## config.mk

```make
export PLATFORM = sky130hd
export DESIGN_NAME = kpev_unit
export DESIGN_NICKNAME = d
export VERILOG_FILES = /design/src/core/kpev_pkg.sv /design/src/core/kpev_unit.sv
export SDC_FILE = /design/constraint.sdc
export NUM_CORES = 1
export LEC_CHECK = 0
export BUFFER_PORTS_ARGS = -buffer_cell sky130_fd_sc_hd__buf_2
export CORE_ASPECT_RATIO = 0.7
export CORE_MARGIN = 2
export CORE_UTILIZATION = 52
export CTS_CLUSTER_SIZE = 28
export DETAILED_ROUTE_END_ITERATION = 6
export PLACE_DENSITY_LB_ADDON = 0.2
export SYNTH_ARGS = -nofsm -noshare
export SYNTH_HDL_FRONTEND = slang
export SYNTH_SLANG_ARGS = --single-unit
```

## constraint.sdc

```tcl
create_clock -name mclk -period 2.5 [get_ports mclk]
set_input_delay 0.375 -clock mclk [delete_from_list [all_inputs] [get_ports mclk]]
set_output_delay 0.375 -clock mclk [all_outputs]
set_load 0.01 [all_outputs]
```

## src/core/kpev_pkg.sv

```systemverilog
// Constants, register map and carrier types for the keypad event unit.
// Assumes a classic Wishbone slave with 32-bit data; registers E9 to EC sit one byte apart, F0 to F8 one word apart.
package kpev_pkg;
   // ----------------------------------------
   // Register byte addresses
   // ----------------------------------------
   localparam logic [7:0] KPEV_ADDR_ENABLE = 8'h00_E9;
   localparam logic [7:0] KPEV_ADDR_FLAGS = 8'h00_EA;
   localparam logic [7:0] KPEV_ADDR_SEL_LOW = 8'h00_EB;
   localparam logic [7:0] KPEV_ADDR_SEL_HIGH = 8'h00_EC;
   localparam logic [7:0] KPEV_ADDR_IRQ_CTRL = 8'h00_F0;
   localparam logic [7:0] KPEV_ADDR_IRQ_STAT = 8'h00_F4;
   localparam logic [7:0] KPEV_ADDR_IRQ_MASK = 8'h00_F8;

   // ----------------------------------------
   // Reset values and widths
   // ----------------------------------------
   localparam int KPEV_CHANNELS = 8;
   localparam logic [7:0] KPEV_RST_BYTE = 8'h00_00;
   localparam logic [1:0] KPEV_RST_EVT = 2'h0;
   localparam logic KPEV_RST_GIE = 1'b0;
   // Machine cycle of the core, in clocks; flag delay in machine cycles
   localparam int KPEV_MACHINE_CLKS = 4;
   localparam int KPEV_FLAG_DELAY_MC = 2;
   localparam int KPEV_FLAG_DELAY_CLKS = KPEV_MACHINE_CLKS * KPEV_FLAG_DELAY_MC;

   // Trigger encodings {high,low}
   localparam logic [1:0] KPEV_TRIG_FALL = 2'h0;
   localparam logic [1:0] KPEV_TRIG_RISE = 2'h1;
   localparam logic [1:0] KPEV_TRIG_BOTH = 2'h2;
   localparam logic [1:0] KPEV_TRIG_LOW = 2'h3;

   // Event status bits
   localparam int KPEV_EVT_FLAG = 0;
   localparam int KPEV_EVT_WAKE = 1;

   typedef struct packed {
      logic [7:0] enable;
      logic [7:0] sel_low;
      logic [7:0] sel_high;
      logic gie;
   } kpev_cfg_type;

   typedef struct packed {
      logic [7:0] adr;
      logic we;
      logic [3:0] sel;
      logic [31:0] dat;
   } kpev_wbreq_type;
endpackage

```

## src/core/kpev_unit.sv

```systemverilog
// Keypad event unit: per-pin trigger detection, flags and interrupt.
// Assumes a classic Wishbone master on mclk and asynchronous key pins.
//
// Chosen here: the Wishbone register port.
`timescale 1ns/10ps
module kpev_unit (
   input wire logic mclk,
   input wire logic rst_n,
   input wire logic clk_en,
   input wire logic wb_cyc_i,
   input wire logic wb_stb_i,
   input wire logic wb_we_i,
   input wire logic [7:0] wb_adr_i,
   input wire logic [3:0] wb_sel_i,
   input wire logic [31:0] wb_dat_i,
   output logic [31:0] wb_dat_o,
   output logic wb_ack_o,
   input wire logic [7:0] key_pins,
   input wire logic cpu_sleeping,
   output logic keypad_irq,
   output logic event_irq,
   output logic cpu_wake
);
   import kpev_pkg::*;

   // ----------------------------------------
   // Pin synchronisers and edge history
   // ----------------------------------------
   logic [7:0] sync1_q, sync1_d, sync2_q, sync2_d, prev_q, prev_d;

   always_comb begin
      sync1_d = key_pins;
      sync2_d = sync1_q;
      prev_d = sync2_q;
   end

   always_ff @(posedge mclk) begin
      if (!rst_n) begin
         sync1_q <= 8'hFF;
         sync2_q <= 8'hFF;
         prev_q <= 8'hFF;
      end else if (clk_en) begin
         sync1_q <= sync1_d;
         sync2_q <= sync2_d;
         prev_q <= prev_d;
      end
   end

   // ----------------------------------------
   // Registers and bus slave
   // ----------------------------------------
   kpev_cfg_type cfg_q, cfg_d;
   kpev_wbreq_type req;
   logic [7:0] flags_q, flags_d;
   logic [1:0] evt_q, evt_d, mask_q, mask_d;
   logic ack_q, ack_d;
   logic [31:0] rdat_q, rdat_d;
   logic irq_q, irq_d, eirq_q, eirq_d, wake_q, wake_d;
   logic [7:0] trig;
   logic [7:0] pend_q [KPEV_FLAG_DELAY_CLKS];
   logic [7:0] pend_d [KPEV_FLAG_DELAY_CLKS];
   logic wr, rd_go;

   assign req = '{adr: wb_adr_i, we: wb_we_i, sel: wb_sel_i, dat: wb_dat_i};
   assign wr = wb_cyc_i && wb_stb_i && !ack_q && req.we && req.sel[0];
   assign rd_go = wb_cyc_i && wb_stb_i && !ack_q;

   // Trigger per channel
   genvar g;
   generate
      for (g = 0; g < KPEV_CHANNELS; g++) begin : g_trig
         always_comb begin
            unique case ({cfg_q.sel_high[g], cfg_q.sel_low[g]})
               KPEV_TRIG_FALL: trig[g] = prev_q[g] && !sync2_q[g];
               KPEV_TRIG_RISE: trig[g] = !prev_q[g] && sync2_q[g];
               KPEV_TRIG_BOTH: trig[g] = prev_q[g] != sync2_q[g];
               KPEV_TRIG_LOW: trig[g] = !sync2_q[g];
            endcase
         end
      end
   endgenerate

   always_comb begin
      logic [7:0] lvl;
      logic [7:0] newf;
      lvl = cfg_q.sel_high & cfg_q.sel_low;
      newf = pend_q[KPEV_FLAG_DELAY_CLKS-1];
      cfg_d = cfg_q;
      mask_d = mask_q;
      // Delay line: a trigger ripens after two machine cycles
      pend_d[0] = trig & cfg_q.enable & ~lvl;
      for (int i = 1; i < KPEV_FLAG_DELAY_CLKS; i++) begin
         pend_d[i] = pend_q[i-1];
      end
      flags_d = flags_q;
      evt_d = evt_q;
      if (wr) begin
         unique case (req.adr)
            KPEV_ADDR_ENABLE: cfg_d.enable = req.dat[7:0];
            KPEV_ADDR_SEL_LOW: cfg_d.sel_low = req.dat[7:0];
            KPEV_ADDR_SEL_HIGH: cfg_d.sel_high = req.dat[7:0];
            KPEV_ADDR_IRQ_CTRL: cfg_d.gie = req.dat[0];
            KPEV_ADDR_FLAGS: flags_d = flags_q & req.dat[7:0];
            KPEV_ADDR_IRQ_STAT: evt_d = evt_q & ~req.dat[1:0];
            KPEV_ADDR_IRQ_MASK: mask_d = req.dat[1:0];
            default: ;
         endcase
      end
      // Set wins over a clear in the same cycle
      flags_d = flags_d | newf;
      // Level channels follow the inverted pin, writes ignored
      flags_d = (flags_d & ~lvl) | (lvl & cfg_q.enable & ~sync2_q);
      if (|newf) begin
         evt_d[KPEV_EVT_FLAG] = 1'b1;
      end
      irq_d = cfg_q.gie && |flags_q;
      // Wake ignores the global enable so a sleeping core can resume
      wake_d = cpu_sleeping && |flags_q;
      if (wake_d && !wake_q) begin
         evt_d[KPEV_EVT_WAKE] = 1'b1;
      end
      eirq_d = |(evt_q & mask_q);
      ack_d = rd_go;
      rdat_d = '0;
      unique case (req.adr)
         KPEV_ADDR_ENABLE: rdat_d[7:0] = cfg_q.enable;
         KPEV_ADDR_FLAGS: rdat_d[7:0] = flags_q;
         KPEV_ADDR_SEL_LOW: rdat_d[7:0] = cfg_q.sel_low;
         KPEV_ADDR_SEL_HIGH: rdat_d[7:0] = cfg_q.sel_high;
         KPEV_ADDR_IRQ_CTRL: rdat_d[0] = cfg_q.gie;
         KPEV_ADDR_IRQ_STAT: rdat_d[1:0] = evt_q;
         KPEV_ADDR_IRQ_MASK: rdat_d[1:0] = mask_q;
         default: rdat_d = '0;
      endcase
   end

   always_ff @(posedge mclk) begin
      if (!rst_n) begin
         cfg_q <= '{enable: KPEV_RST_BYTE, sel_low: KPEV_RST_BYTE,
                    sel_high: KPEV_RST_BYTE, gie: KPEV_RST_GIE};
         flags_q <= KPEV_RST_BYTE;
         evt_q <= KPEV_RST_EVT;
         mask_q <= KPEV_RST_EVT;
         ack_q <= 1'b0;
         rdat_q <= '0;
         irq_q <= 1'b0;
         eirq_q <= 1'b0;
         wake_q <= 1'b0;
         for (int i = 0; i < KPEV_FLAG_DELAY_CLKS; i++) begin
            pend_q[i] <= KPEV_RST_BYTE;
         end
      end else if (clk_en) begin
         cfg_q <= cfg_d;
         flags_q <= flags_d;
         evt_q <= evt_d;
         mask_q <= mask_d;
         ack_q <= ack_d;
         rdat_q <= rdat_d;
         irq_q <= irq_d;
         eirq_q <= eirq_d;
         wake_q <= wake_d;
         for (int i = 0; i < KPEV_FLAG_DELAY_CLKS; i++) begin
            pend_q[i] <= pend_d[i];
         end
      end
   end

   assign wb_ack_o = ack_q;
   assign wb_dat_o = rdat_q;
   assign keypad_irq = irq_q;
   assign event_irq = eirq_q;
   assign cpu_wake = wake_q;
endmodule

```

## Word-level counts from Yosys, hierarchy flattened

Memories as Yosys holds them, arrays and structs flattened.
Index checks and enable logic that the tools add are counted.

- Register bits after elaboration: 73
- Output and inout port bits: 36
- Bits in read-only memories: 0
- Word-level logic and storage cells: 170
- Bits in writable memories: 64
- Bits in latches: 0
- Bits of input ports: 59
- Memories: 1

- Shifts and indexed selects: 0
- Order comparisons: 0
- Reduce and logical (&&, ||, !) cells: 63
- Bitwise operators: 22
- Multipliers: 0
- Equal/unequal tests: 39
- Divide/modulo/power cells: 0
- Add/subtract/negate cells: 0
- Mux-type cells: 29

Memories:

| name | depth | width | read ports | clocked after memory_dff | wr ports | line | source |
|---|---|---|---|---|---|---|---|
| pend_q | 8 | 8 | 8 | 0 | 8 | kpev_unit.sv:60 | `logic [7:0] pend_q [KPEV_FLAG_DELAY_CLKS];` |

Operators by type and width:

| kind | number |
|---|---|
| $mux 8 | 10 |
| $and 8x8->8 | 7 |
| $eq 8x8->1 const B | 7 |
| $eq 2x2->1 const B | 16 |
| $pmux 1 s4 | 8 |
| $pmux 6 s4 | 1 |
| $logic_and 1x1->1 | 23 |
| $reduce_and 3->1 | 7 |
| $logic_not 1->1 | 18 |
| $eq 2x1->1 const B | 8 |
| $logic_not 2->1 | 8 |
| $not 8->8 | 2 |
| $or 8x8->8 | 2 |
| $reduce_or 8->1 | 2 |
| $ne 1x1->1 | 8 |
| $or 1x1->1 | 8 |
| $reduce_bool 2->1 | 4 |
| $pmux 1 s7 | 1 |
| $mux 1 | 6 |
| $pmux 1 s6 | 1 |
| $and 2x2->2 | 2 |
| $mux 2 | 2 |
| $not 2->2 | 1 |
| $reduce_or 2->1 | 1 |

## Depth between registers and ports, before layout

- Depth in word-level cells: 8
- Depth in mapped cells: 6
- Mapped depth without buffers: 6

## Worst setup path before layout

No wires, ideal clock.

- Path kind: input port to flip-flop
- From: input rst_n
- To: memory pend_q[0][0] (enable)
- Setup time: 0.418 ns
- Arrival time: 2.077 ns
- Data required time: 2.082 ns
- Stages on the path: 4
- Path buffers: 2
- Slack: 0.006 ns
- Cells stage by stage: clkbuf_1 > nor2b_1 > clkbuf_1 > inv_1

RTL lines:

| element | line | source |
|---|---|---|
| from (decl) | kpev_unit.sv:8 | `input wire logic rst_n,` |
| to (decl) | kpev_unit.sv:60 |  |

## Worst setup path after layout

- From: register ack_q (netlist: wb_ack_o)
- To: register cfg_q[10] (netlist bit)

- Word-level cells in the longest chain between the ends: 5

Ends and longest elaborated chain:

| element | line | source |
|---|---|---|
| from (decl) | kpev_unit.sv:56 | `logic ack_q, ack_d;` |
| from (signal assigned) | kpev_unit.sv:157 | `ack_q <= ack_d;` |
| $logic_not 1->1 | kpev_unit.sv:65 | `assign wr = wb_cyc_i && wb_stb_i && !ack_q && req.we && req.sel[0];` |
| $logic_and 1x1->1 (3 in a row) | kpev_unit.sv:65 |  |
| $reduce_and 3->1 (no line) | -- |  |
| to (signal assigned) | kpev_unit.sv:139 | `cfg_q <= '{enable: KPEV_RST_BYTE, sel_low: KPEV_RST_BYTE,` |
| to (signal assigned) | kpev_unit.sv:153 | `cfg_q <= cfg_d;` |
| to (decl) | kpev_unit.sv:52 | `kpev_cfg_type cfg_q, cfg_d;` |

No other way between the ends.
A chain may end at the register's enable or synchronous reset.

==> run summary <==
For the worst hold slack after final layout, the log shows 0.178 ns. DRC violations left: 0. Setup repair after global routing left no endpoint under its margin. At the end of routability-driven placement, the weighted congestion stood at 0.897. STA classifies the critical path startpoint as a register. The ratio of final minimum period to clock period works out to 76.2%. Max-cap violations in this run came to 0. The share of total power dissipated in sequential elements is 45.8%. The final-report max-slew violation count was 0; the maximum number of pins on one net before global-route repair was 85. The tools report the final-report hold violation count as 0. Per report_power, the clock group accounts for 47.6% of the total. Final routed wire length divided by cell count: 18.0 µm. For this run, the share of the core covered by cells in the final layout is 60.9%.

The data arrival time of the critical path was 2.24 ns; the net count reported at finish was 717. The synthesized area divided by synthesized cell count is 10.4 µm². In this run the worst path has a maximum fanout of 12. The run gives 0.596 ns as the post-route worst setup slack. The tools report the clock sink total as 137.

The synthesized netlist occupies a cell area of 0.00643 mm². The tools report the distinct cell type count after synthesis as 53. TritonCTS created 17 clock buffers. Beginning of the critical path: wb_ack_o.

The die covers 0.0133 mm². The clock input transition at the sequential cells of the worst setup and hold paths is 0.06 ns, and the area of the multi-input gates is 0.00270 mm². The library cell used most frequently in the layout, excluding fill and tap cells, is sky130_fd_sc_hd__nand2_1. After synthesis the netlist holds a flip-flop and latch count of 137. Cells with a size suffix above 1 make up 14.8% of the layout. The clock passes through at most 2 buffers. Yosys printed 0 warnings. The first routing iteration left 572 violations. The clock insertion delay at the later pin of the skew report was 0.41 ns. The tools report the static leakage as 3.12 nW. The maximum resistive drop on vdd came out at 0.499 mV. During I/O placement, the number of pins put on the boundary was 95. At the pin with the least slew margin, the transition time is 0.759 ns. The flow ran to the end, and the final reports show no timing, DRC or antenna violations. Measured against its own limit, the worst slew margin works out to 49.4%.

The first global-routing pass estimated 23,400 µm of wire. Once the clock tree was built, the setup fixing pass inserted 0 buffers. Once the floorplan was initialized, standard cells occupied 54.1% of the core. The startpoint of the worst hold path is key_pins[7]. Summed over all nets, the half-perimeter wirelength after detailed placement is 9740 µm. The final route contains 4,636 vias. The startpoint of the most critical register-to-register path was wb_ack_o.

The floorplan step defined a core boundary enclosing 0.0119 mm². The data required time at the worst endpoint is 2.83 ns. Summed over all nets, the switching power comes to 1.24 mW. In this run, synthesis inferred 64 flip-flops with an integrated enable. The worst setup path is of the register to register kind. The library cells used most frequently in the layout, excluding fill and tap cells, are 90 x sky130_fd_sc_hd__nand2_1, 73 x sky130_fd_sc_hd__dfxtp_1, 64 x sky130_fd_sc_hd__edfxtp_1. The internal portion of the total power is 4.25 mW. The clock arrives with 0.00690 ns of skew. The routed design could run at a clock period as short as 1.90 ns. The run gives 525 MHz as the upper clock frequency limit. The number of antenna cells inserted came out at 0. The die is 97.1 µm tall.

TritonCTS built the clock tree. The class of the worst hold path was primary input to register. The sequential element share of the synthesized area was 52.6%; the power density over the cells was 759 mW/mm². The iteration count of the initial detailed-routing pass came out at 6.

In this run, post-CTS repair resized a total of 0 instances. Global routing used 23.0% of the available tracks. The logs give 0 ns for the summed negative setup slack over all endpoints and 0 for the final setup violation count. For this run, asynchronously set or reset flops after synthesis account for 0%.

Timing analysis after detailed placement gives a worst setup slack of 0.405 ns. The proportion of power drawn by combinational gates was 6.7%. Using the TritonRoute via totals, the vias-per-cell ratio works out to 5.71. The total of buffers placed on input and output ports works out to 43. The logs give 4 for the deepest level of the CTS H-tree and 0 for the number of nets with antenna violations after routing. For the initial antenna violation count, the log shows 0.

The logs give 4,406 for the via count of the first global-routing pass and 0 for the total congestion overflow after global routing. The root buffer cell is sky130_fd_sc_hd__clkbuf_16. The worst setup path is captured at a register. In this run the core area contains 33 standard-cell rows. The run gives 14,600 µm as the total wire length. Synthesis produced a netlist whose cell count is 619. The count of fill cells added during filler insertion came out at 987. Leading register cell type out of synthesis: sky130_fd_sc_hd__dfxtp_1.

In this run, post-CTS hold repair placed 0 buffers. The area growth from synthesis to layout is 12.6%. The sequential cells in the finished layout cover a total of 0.00338 mm². Net switching is 22.6% of the power.

From left edge to right edge, the die measures 137 µm.
## Yosys cell counts, types with 2 or more instances
cell / count / share of area (%)
sky130_fd_sc_hd__o21ai_0: 24 / 1.9
sky130_fd_sc_hd__buf_1: 6 / 0.35
sky130_fd_sc_hd__nor2b_1: 4 / 0.39
sky130_fd_sc_hd__buf_4: 24 / 2.8
sky130_fd_sc_hd__inv_1: 18 / 1.1
sky130_fd_sc_hd__a22o_1: 3 / 0.41
sky130_fd_sc_hd__edfxtp_1: 64 / 30
sky130_fd_sc_hd__a21oi_1: 10 / 0.78
sky130_fd_sc_hd__clkbuf_1: 29 / 1.7
sky130_fd_sc_hd__nor4_1: 5 / 0.49
sky130_fd_sc_hd__nand2_1: 90 / 5.3
sky130_fd_sc_hd__mux2i_1: 40 / 6.2
sky130_fd_sc_hd__a31oi_1: 8 / 0.78
sky130_fd_sc_hd__a32o_1: 8 / 1.2
sky130_fd_sc_hd__and4_1: 2 / 0.27
sky130_fd_sc_hd__nand3b_1: 9 / 1.1
sky130_fd_sc_hd__and3_1: 51 / 5.0
sky130_fd_sc_hd__nand3_1: 11 / 0.86
sky130_fd_sc_hd__a21boi_0: 8 / 0.93
sky130_fd_sc_hd__and2_1: 18 / 1.8
sky130_fd_sc_hd__o211ai_1: 16 / 1.9
sky130_fd_sc_hd__o2bb2ai_1: 4 / 0.54
sky130_fd_sc_hd__a31o_2: 2 / 0.27
sky130_fd_sc_hd__ha_1: 16 / 3.1
sky130_fd_sc_hd__buf_2: 8 / 0.62
sky130_fd_sc_hd__mux2_2: 5 / 0.88
sky130_fd_sc_hd__nand4_1: 10 / 0.97
sky130_fd_sc_hd__a22oi_1: 11 / 1.3
sky130_fd_sc_hd__dfxtp_1: 73 / 23
sky130_fd_sc_hd__nor2_1: 18 / 1.1
sky130_fd_sc_hd__nor3_4: 2 / 0.51
## cell families after synthesis
kind of cell | share of synthesized area, %
buffers and inverters | 6.83
xor gates and xnor gates | 0.136
other | 0.0583
and+or+nand+nor | 19.6
muxes | 7.10
DFF | 52.6
AOI/OAI and AO/OA | 10.6
adders and majority gates | 3.11
## worst paths after layout
check,endpoint,slack [ns],depth (start not counted)
hold reg to reg,wb_dat_o[5],0.46,2
hold / removal,sync1_q[7],0.18,3
setup reg to reg,cfg_q[10],0.60,4
setup / recovery,cfg_q[10],0.60,4
## sequential cells by signal (all words and copies together) (netlist names)
name / flops
event_irq: 1
prev_q: 8
prev_d: 8
pend_q: 64
sync1_q: 8
cpu_wake: 1
keypad_irq: 1
wb_ack_o: 1
mask_q: 2
flags_q: 8
cfg_q: 25
wb_dat_o: 8
evt_q: 2
## layout make-up
cell class | instances | share of cell area [%]
flip-flops and latches | 137 | 46.7
repair buffers | 50 | 3.94
clock buffers | 19 | 5.98
multi-input cells | 417 | 37.2
clock inverters | 13 | 2.44
inverters | 19 | 0.985
well taps | 157 | 2.71
## metal layers
layer  part of all wire, %  track usage [%]  vias up  routed length [µm]
li1                      -                -     2221                   -
met1                    49             35.7     2251                7130
met2                    43             31.8      151                6270
met3                   7.2             5.22       13                1060
met4                   1.1             6.50        0                 156
met5                     0                0        -                   0
## power by group through the flow
stage	Clock [mW]	Sequential, mW	Combinational, mW
floorplan	0	2.54	0.283
global placement	0	2.55	0.347
detailed placement	0	2.56	0.360
CTS	2.64	2.51	0.363
global route	2.75	2.52	0.409
finish	2.61	2.51	0.365
## stage by stage
stage          instance area [µm²]  total power, mW  instances
2_1_floorplan                 6520             2.82        642
3_3_place_gp                  6630             2.90        780
3_5_place_dp                  6630             2.92        780
4_1_cts                       7240             5.51        812
5_1_grt                       7240             5.68        812
6_report                      7240             5.49        812
## worst max-delay path, cell delays in order, from the launching register on
cell and delay [ns]:
sky130_fd_sc_hd__dfxtp_1 0.31, sky130_fd_sc_hd__and3b_2 0.29, sky130_fd_sc_hd__nand4_4 0.26, sky130_fd_sc_hd__nor3_4 0.69
sky130_fd_sc_hd__mux2i_1 0.27
(Power assumes the default switching activity.)
